File: src/inc/parity_unit_regs.svh
// register map, field layout and reset values of the port parity error unit
// ---------------------------------------------------------------------------
// ---------------------------------------------------------------------------
`ifndef PARITY_UNIT_REGS_SVH
`define PARITY_UNIT_REGS_SVH

`define ADDR_W 12
`define DATA_W 32
`define LANES 4

// register byte addresses
`define OFF_CHK_CTL 12'h4D4
`define OFF_ERR_STS 12'h4D8
`define OFF_RPT_CTL 12'h4DC
`define OFF_ERR_CNT 12'h4E0
`define OFF_IRQ_MASK 12'h4F0

// field positions
`define CHK_DISABLE_BIT 0
`define CHK_INJECT_BIT 1
`define CHK_LEN_LSB 8
`define CHK_LEN_MSB 15
`define STS_PARITY_BIT 0
`define RPT_CODE_LSB 0
`define RPT_CODE_MSB 1
`define RPT_IRQ_BIT 2
`define CNT_LSB 0
`define CNT_MSB 7
`define HDR_LEN_LSB 0
`define HDR_LEN_MSB 7

// reset values and constants
`define RPT_CODE_RST 2'h2
`define RPT_CODE_NONE 2'h0
`define CNT_MAX 8'hFF
`define CNT_ONE 8'h01
`define CNT_ZERO 8'h00
`define WORD_ZERO 32'h00000000
`define PAR_ZERO 4'h0
`define PAR_ALL 4'hF

`endif

File: src/inc/parity_unit_pkg.sv
// types shared by the port parity error unit
`default_nettype none
`include "parity_unit_regs.svh"

package parity_unit_pkg;

	typedef logic [`DATA_W-1:0] word_t;
	typedef logic [`LANES-1:0] par_t;
	typedef logic [`ADDR_W-1:0] addr_t;
	typedef logic [`CNT_MSB:`CNT_LSB] cnt_t;
	typedef logic [`RPT_CODE_MSB:`RPT_CODE_LSB] rpt_t;
	typedef logic [`CHK_LEN_MSB-`CHK_LEN_LSB:0] len_t;

	// which source owns the path to the switch core
	typedef enum logic [1:0] {
		ST_IDLE,
		ST_LINK,
		ST_LOCAL
	} path_t;

	typedef struct packed {
		// sticky fields
		logic chk_disable;
		logic chk_inject;
		len_t chk_len;
		cnt_t cnt;
		// non-sticky fields
		logic status;
		rpt_t rpt;
		logic rpt_irq;
		logic mask;
		path_t fsm;
		logic qual;
		// outputs
		logic out_valid;
		word_t out_data;
		par_t out_par;
		logic out_sof;
		logic out_eof;
		logic in_ready;
		logic gen_ready;
		logic msg_valid;
		rpt_t msg_type;
		logic intmsi;
		logic irq;
		logic pready;
		word_t prdata;
		logic pslverr;
	} state_t;

endpackage

`default_nettype wire

File: src/core/parity_unit.sv
// port end-to-end parity check, generation, injection and error reporting
`timescale 1ns/1ps
`default_nettype none
`include "parity_unit_regs.svh"

module parity_unit (
	input wire logic pclk,
	input wire logic presetn,
	input wire logic port_rst_n,
	// apb slave
	input wire logic psel,
	input wire logic penable,
	input wire logic pwrite,
	input wire parity_unit_pkg::addr_t paddr,
	input wire parity_unit_pkg::word_t pwdata,
	output logic pready,
	output parity_unit_pkg::word_t prdata,
	output logic pslverr,
	// words from the ingress link
	input wire logic in_valid,
	input wire parity_unit_pkg::word_t in_data,
	input wire parity_unit_pkg::par_t in_par,
	input wire logic in_sof,
	input wire logic in_eof,
	output logic in_ready,
	// words of TLPs the port makes itself
	input wire logic gen_valid,
	input wire parity_unit_pkg::word_t gen_data,
	input wire logic gen_sof,
	input wire logic gen_eof,
	output logic gen_ready,
	// words toward the switch core
	output logic out_valid,
	output parity_unit_pkg::word_t out_data,
	output parity_unit_pkg::par_t out_par,
	output logic out_sof,
	output logic out_eof,
	// error reporting
	input wire logic upstream_irq_en,
	output logic msg_valid,
	output parity_unit_pkg::rpt_t msg_type,
	output logic intmsi_req,
	output logic irq
);
	import parity_unit_pkg::*;

	state_t s_q;
	state_t s_d;
	par_t in_calc;
	par_t gen_calc;
	par_t out_calc;
	logic in_take;
	logic gen_take;
	logic wr_fire;
	logic rd_fire;
	logic cnt_rd;
	logic err;
	logic match;

	// ---------------------------------------------------------------
	// per-byte even parity
	// ---------------------------------------------------------------
	genvar g;
	generate
		for (g = 0; g < `LANES; g++) begin : g_lane
			assign in_calc[g] = ^in_data[g*8 +: 8];
			assign gen_calc[g] = ^gen_data[g*8 +: 8];
			assign out_calc[g] = ^s_q.out_data[g*8 +: 8];
		end
	endgenerate

	// handshakes and apb access edges; writes and reads act in the access cycle
	assign in_take = in_valid & s_q.in_ready;
	assign gen_take = gen_valid & s_q.gen_ready;
	assign wr_fire = psel & penable & pwrite & s_q.pready;
	assign rd_fire = psel & penable & ~pwrite & s_q.pready;
	assign cnt_rd = rd_fire & (paddr == `OFF_ERR_CNT);

	// checking is gated off entirely by the disable bit
	assign err = in_take & ~s_q.chk_disable & (in_par != in_calc);

	// header byte zero compared on the first word of a TLP
	assign match = in_take ? (in_data[`HDR_LEN_MSB:`HDR_LEN_LSB] == s_q.chk_len)
		: (gen_data[`HDR_LEN_MSB:`HDR_LEN_LSB] == s_q.chk_len);

	// ---------------------------------------------------------------
	// next state
	// ---------------------------------------------------------------
	always_comb begin
		logic sof;
		logic corrupt;
		cnt_t cnt_base;
		sof = 1'b0;
		corrupt = 1'b0;
		cnt_base = s_q.cnt;
		s_d = s_q;

		// path to the switch core: link words win, local words wait for a gap
		s_d.out_valid = in_take | gen_take;
		if (in_take) begin
			s_d.out_data = in_data;
			s_d.out_par = in_calc;
			s_d.out_sof = in_sof;
			s_d.out_eof = in_eof;
			sof = in_sof;
		end else if (gen_take) begin
			s_d.out_data = gen_data;
			s_d.out_par = gen_calc;
			s_d.out_sof = gen_sof;
			s_d.out_eof = gen_eof;
			sof = gen_sof;
		end else begin
			s_d.out_sof = 1'b0;
			s_d.out_eof = 1'b0;
		end

		// qualify on the header word and keep it for the rest of the TLP
		if ((in_take | gen_take) & sof) begin
			s_d.qual = match;
		end
		corrupt = s_q.chk_inject & (sof ? match : s_q.qual);
		if ((in_take | gen_take) & corrupt) begin
			s_d.out_par = s_d.out_par ^ `PAR_ALL;
		end

		// ownership of the output path
		unique case (s_q.fsm)
			ST_IDLE: begin
				if (in_take & in_sof & ~in_eof) begin
					s_d.fsm = ST_LINK;
				end else if (~in_valid & gen_valid & gen_sof) begin
					s_d.fsm = ST_LOCAL;
				end
			end
			ST_LINK: begin
				if (in_take & in_eof) begin
					s_d.fsm = ST_IDLE;
				end
			end
			ST_LOCAL: begin
				if (gen_take & gen_eof) begin
					s_d.fsm = ST_IDLE;
				end
			end
		endcase

		// status flag: a new error beats a write-one clear in the same cycle
		if (wr_fire & (paddr == `OFF_ERR_STS) & pwdata[`STS_PARITY_BIT]) begin
			s_d.status = 1'b0;
		end
		if (err) begin
			s_d.status = 1'b1;
		end

		// counter: the read clears, an error in that same cycle still counts
		if (cnt_rd) begin
			cnt_base = `CNT_ZERO;
		end
		if (err & (cnt_base != `CNT_MAX)) begin
			cnt_base = cnt_base + `CNT_ONE;
		end
		s_d.cnt = cnt_base;

		// control register writes; reserved bits are dropped
		if (wr_fire) begin
			unique case (paddr)
				`OFF_CHK_CTL: begin
					s_d.chk_disable = pwdata[`CHK_DISABLE_BIT];
					s_d.chk_inject = pwdata[`CHK_INJECT_BIT];
					s_d.chk_len = pwdata[`CHK_LEN_MSB:`CHK_LEN_LSB];
				end
				`OFF_RPT_CTL: begin
					s_d.rpt = pwdata[`RPT_CODE_MSB:`RPT_CODE_LSB];
					s_d.rpt_irq = pwdata[`RPT_IRQ_BIT];
				end
				`OFF_IRQ_MASK: begin
					s_d.mask = pwdata[`STS_PARITY_BIT];
				end
				default: begin
				end
			endcase
		end

		// port reset spares the sticky fields (checker, counter)
		if (~port_rst_n) begin
			s_d.status = 1'b0;
			s_d.rpt = `RPT_CODE_RST;
			s_d.rpt_irq = 1'b0;
			s_d.mask = 1'b0;
			s_d.fsm = ST_IDLE;
			s_d.qual = 1'b0;
			s_d.out_valid = 1'b0;
		end

		// reports fire on the stored flag's rising edge only
		s_d.msg_valid = ~s_q.status & s_d.status & (s_q.rpt != `RPT_CODE_NONE);
		s_d.msg_type = s_q.rpt;
		s_d.intmsi = ~s_q.status & s_d.status & s_q.rpt_irq & upstream_irq_en;
		s_d.irq = s_d.status & s_d.mask;

		// ready flags follow the next owner so the sources see them in the same cycle as the owner register
		s_d.in_ready = (s_d.fsm != ST_LOCAL);
		s_d.gen_ready = (s_d.fsm == ST_LOCAL);

		// apb: answer in the first access cycle, read data fetched at setup
		s_d.pready = psel & ~penable;
		s_d.pslverr = 1'b0;
		s_d.prdata = `WORD_ZERO;
		if (psel & ~penable) begin
			unique case (paddr)
				`OFF_CHK_CTL: begin
					s_d.prdata[`CHK_DISABLE_BIT] = s_q.chk_disable;
					s_d.prdata[`CHK_INJECT_BIT] = s_q.chk_inject;
					s_d.prdata[`CHK_LEN_MSB:`CHK_LEN_LSB] = s_q.chk_len;
				end
				`OFF_ERR_STS: begin
					s_d.prdata[`STS_PARITY_BIT] = s_q.status;
				end
				`OFF_RPT_CTL: begin
					s_d.prdata[`RPT_CODE_MSB:`RPT_CODE_LSB] = s_q.rpt;
					s_d.prdata[`RPT_IRQ_BIT] = s_q.rpt_irq;
				end
				`OFF_ERR_CNT: begin
					// value shown is from setup and includes an error in setup; one in the access cycle is kept
					s_d.prdata[`CNT_MSB:`CNT_LSB] = s_d.cnt;
				end
				`OFF_IRQ_MASK: begin
					s_d.prdata[`STS_PARITY_BIT] = s_q.mask;
				end
				default: begin
					s_d.pslverr = 1'b1;
				end
			endcase
		end
	end

	// ---------------------------------------------------------------
	// state register; full device reset initialises everything
	// ---------------------------------------------------------------
	always_ff @(posedge pclk or negedge presetn) begin
		if (!presetn) begin
			s_q <= '0;
			s_q.rpt <= `RPT_CODE_RST;
			s_q.fsm <= ST_IDLE;
			s_q.in_ready <= 1'b1;
		end else begin
			s_q <= s_d;
		end
	end

	// outputs straight from the state register
	assign pready = s_q.pready;
	assign prdata = s_q.prdata;
	assign pslverr = s_q.pslverr;
	assign in_ready = s_q.in_ready;
	assign gen_ready = s_q.gen_ready;
	assign out_valid = s_q.out_valid;
	assign out_data = s_q.out_data;
	assign out_par = s_q.out_par;
	assign out_sof = s_q.out_sof;
	assign out_eof = s_q.out_eof;
	assign msg_valid = s_q.msg_valid;
	assign msg_type = s_q.msg_type;
	assign intmsi_req = s_q.intmsi;
	assign irq = s_q.irq;
endmodule

`default_nettype wire

File: config.mk
export PLATFORM = sky130hd
export DESIGN_NAME = parity_unit
export DESIGN_NICKNAME = d
export VERILOG_FILES = /design/src/inc/parity_unit_pkg.sv /design/src/core/parity_unit.sv
export VERILOG_INCLUDE_DIRS = /design/src /design/src/inc
export SDC_FILE = /design/constraint.sdc
export NUM_CORES = 1
export LEC_CHECK = 0
export BUFFER_PORTS_ARGS = -buffer_cell sky130_fd_sc_hd__buf_2
export CAP_MARGIN = 10
export CORE_MARGIN = 2
export CORE_UTILIZATION = 39
export CTS_CLUSTER_DIAMETER = 50
export CTS_CLUSTER_SIZE = 20
export DETAILED_ROUTE_END_ITERATION = 8
export PLACE_DENSITY_LB_ADDON = 0.3
export SLEW_MARGIN = 20
export SYNTH_ARGS = -nofsm -noshare
export SYNTH_HDL_FRONTEND = slang
export SYNTH_SLANG_ARGS = --single-unit
export TNS_END_PERCENT = 50
File: constraint.sdc
create_clock -name pclk -period 5 [get_ports pclk]
set_input_delay 1 -clock pclk [delete_from_list [all_inputs] [get_ports pclk]]
set_output_delay 1 -clock pclk [all_outputs]
set_load 0.02 [all_outputs]
==> summary.md <==
| Metric | Value |
|---|---|
| Run status | completed |
| Number of global-route vias before repair | 3993 |
| Post-synthesis sequential area ratio | 0.425 |
| Combined global-route utilization of all metal layers | 0.170 |
| Fraction of the core area covered by cells at the end of the flow | 0.465 |
| Share of the cycle needed by the critical path after routing | 0.675 |
| Maximum level of the CTS H-tree | 3 |
| Hold_ws | 0.427 ns |
| RSZ-0062 raised after global routing | false |
| Post-synth top cells | 90 x nand2_1, 88 x dfrtp_1, 70 x buf_4, 63 x xnor2_1, 58 x nor2_1 |
| Post-Route Setup TNS | 0 ns |
| YS warnings | 0 |
| Remaining max-slew budget at the tightest pin | 0.404 |
| Clock root buffer | clkbuf_16 |
| Average wire per standard cell | 14.5 um |
| Number of sinks driven by the clock tree | 90 |
| Total DRC errors in the routed layout | 0 |
| Count of mapped cells out of synthesis | 561 |
| Reported leakage power | 3.01 nW |
| Number of rows created at floorplan | 42 |
| Power per cell area | 339 mW/mm^2 |
| Primary flip-flop cell chosen by synthesis mapping | dfrtp_1 |
| Max Root-Sink Buffers | 2 |
| Critical Path Sink Type | flip-flop |
| Origin of the critical flop-to-flop path | in_ready |
| Share of Yosys cell area claimed by the top area cell type | 0.415 |
| Arrival time at the worst endpoint | 3.60 ns |
| Vias per cell | 4.86 |
| Max Transition Viols Final | 0 |
| Nets@finish | 797 |
| Gate power share | 0.266 |
| Net Switching | 0.658 mW |
| Die Outline Area | 0.0145 mm^2 |
| Share of synthesized flip-flops with an asynchronous set or reset | 1.00 |
| Beginning of the worst hold path | s_d[37] |
| Maximum frequency from static timing analysis | 296 MHz |
| GPL Wtd Cong | 0.818 |
| Min-delay worst type | reg -> reg |
| Floorplan core area | 0.0132 mm^2 |
| Peak supply drop | 218 uV |
| Pwr Total | 2.09 mW |
| Remaining global-route overflow | 0 |
| Quantity of hold-fixing buffers added after cts | 0 |
| Starting utilization of the core area | 0.401 |
| Mapped Avg Cell Area | 9.45 um^2 |
| Chip Width | 121 um |
| Pin slew with the least headroom to its limit | 0.891 ns |
| Total wire length | 12300 um |
| Initial detailed-routing violation count | 98 |
| Number of setup violations in the final report | 0 |
| Ratio of cells with drive above 1 in the final layout | 0.307 |
| Synthesized flop and latch total | 90 |
| Clock network latency to the later pin of the worst-skew pair | 0.34 ns |
| Relative area change from synthesis to final layout | 16.0% |
| Most repeated cell in the gate-level netlist after synthesis | nand2_1 |
| Clock skew after layout | 0.00645 ns |
| Pre-CTS setup slack | 1.30 ns |
| Number of filler instances in the final layout | 1308 |
| Largest cells by area after synthesis | dfrtp_1 42%, xnor2_1 10%, buf_4 9.9% |
| Number of buffers added by the clock tree synthesis step | 9 |
| Internal | 1.43 mW |
| Distinct cell type count after synthesis | 46 |
| Fraction of power consumed by sequential logic | 0.408 |
| Syn Std Cell Area | 0.00530 mm^2 |
| Required time of the critical path | 5.23 ns |
| Reg clk slew, reported paths | 0.06 ns |
| Dpl hpwl | 9310 um |
| Via total after detailed routing | 4135 |
| Post-CTS Setup Bufs | 0 |
| Clock tree from TritonCTS | done |
| Shortest period the worst path allows | 3.37 ns |
| Number of input and output port buffers inserted | 167 |
| First element of the critical path | paddr[3] |
| Count of antenna-violating nets left after detailed routing | 0 |
| Switching Fraction | 0.315 |
| Post-CTS sizing | 0 |
| Number of iterations in the first detailed-routing pass | 4 |
| Largest net degree at the start of global routing | 59 |
| Startpoint types | primary input |
| Boundary Pins | 205 |
| Largest fanout on the critical path | 12 |
| Least setup slack across all paths after layout | 1.63 ns |
| Number of failing hold endpoints at the final stage | 0 |
| Wire length of the first global-routing pass | 19400 um |
| Antenna violations before repair | 0 |
| Die outline height | 121 um |
| Clk pwr share | 0.326 |
| EDFF count, synth | 0 |
| Post-synthesis cell type with the largest combined area | dfrtp_1 |
| Max Cap Violations | 0 |
| WS Path Type | in -> reg |
[cell families after synthesis]
group                    Yosys count  share of synthesized area
AND/OR/NAND/NOR                  203                      0.176
buffers and inverters             95                      0.117
flip-flops                        90                      0.425
XOR/XNOR                          80                      0.142
AO/OA/AOI/OAI                     63                     0.0788
multiplexers                      26                     0.0528
adder cells (fa/ha/maj)            3                    0.00708
other                              1                   0.000707
[flip-flops by register name, summed over array words and instances (netlist names), 2 cells and up]
name / flops
out_par: 4
s_d: 2
msg_type: 2
prdata: 16
s_q: 24
out_data: 32
[routing by layer]
layer	track usage	up-vias	routed length (um)
li1	-	1990	-
met1	0.217	1980	5390
met2	0.280	150	5920
met3	0.0387	15	853
met4	0.0683	0	176
met5	0	-	0
[worst paths after layout]
kind	to	slack [ns]	depth (start not counted)
worst max register to register	out_par[1]	2.24	7
worst min register to register	msg_type[1]	0.43	0
worst max-delay path	prdata[3]	1.63	11
min in group asynchronous	out_data[29]	0.73	1
max in group asynchronous	s_d[37]	3.32	2
worst min-delay path	msg_type[1]	0.43	0
[layout make-up]
| cell class | instances | area (um^2) | share of cell area |
|---|---|---|---|
| diodes | 1 | 2.50 | 0.000407 |
| clock buffers | 10 | 229 | 0.0372 |
| clock inverters | 6 | 66.3 | 0.0108 |
| inverters | 6 | 22.5 | 0.00366 |
| multi-input cells | 391 | 2490 | 0.405 |
| flip-flops and latches | 90 | 2250 | 0.366 |
| well taps | 176 | 220 | 0.0358 |
| repair buffers | 171 | 868 | 0.141 |
[worst max-delay path: stages]
cell and delay [ns]:
buf_2 0.18, nor4b_1 0.52, nand4_1 0.37, and2_1 0.31, ha_1 0.23, nand3_1 0.11
nor2_1 0.07, nand4_1 0.19, nand2_4 0.11, nor2_2 0.16, mux2_2 0.35
[per-stage QoR]
step / std cells / instance area [um^2]
final: 851 / 6150
after global routing: 850 / 6150
after CTS: 850 / 6150
after detailed placement: 834 / 5850
after global placement: 834 / 5850
after floorplan: 576 / 5360
[power groups by stage]
| stage | sequential [mW] | clock (mW) | combinational, mW |
|---|---|---|---|
| 6_report | 0.852 | 0.680 | 0.556 |
| 5_1_grt | 0.862 | 0.737 | 0.612 |
| 4_1_cts | 0.852 | 0.703 | 0.562 |
| 3_5_place_dp | 0.865 | 0 | 0.560 |
| 3_3_place_gp | 0.862 | 0 | 0.549 |
| 2_1_floorplan | 0.858 | 0 | 0.450 |
[layout by cell type (no fill, tap or decap), types with 2 or more instances in the layout]
master     netlist  final
buf_2            0    166
nand2_1         90     89
dfrtp_1         88     88
xnor2_1         63     63
nor2_1          58     58
a31oi_1         32     32
conb_1           1     16
and2_1          14     14
xor2_1          13     13
mux2i_1         13     13
mux2_2          12     12
o21ai_0         10     10
nand4_1          9      9
clkbuf_16        0      9
a21oi_1          8      8
nor2b_1          7      7
inv_1            6      6
buf_4           70      5
xnor3_1          4      4
nand2b_1         4      4
nand3_1          4      4
a21boi_0         3      3
nand3b_1         3      3
ha_1             3      3
and4b_1          2      2
a22oi_1          2      2
o31a_1           2      2
nand4b_1         2      2
clkinv_4         0      2
clkinv_2         0      2
dfstp_2          2      2
No activity file was read; power rests on OpenSTA's default activity.
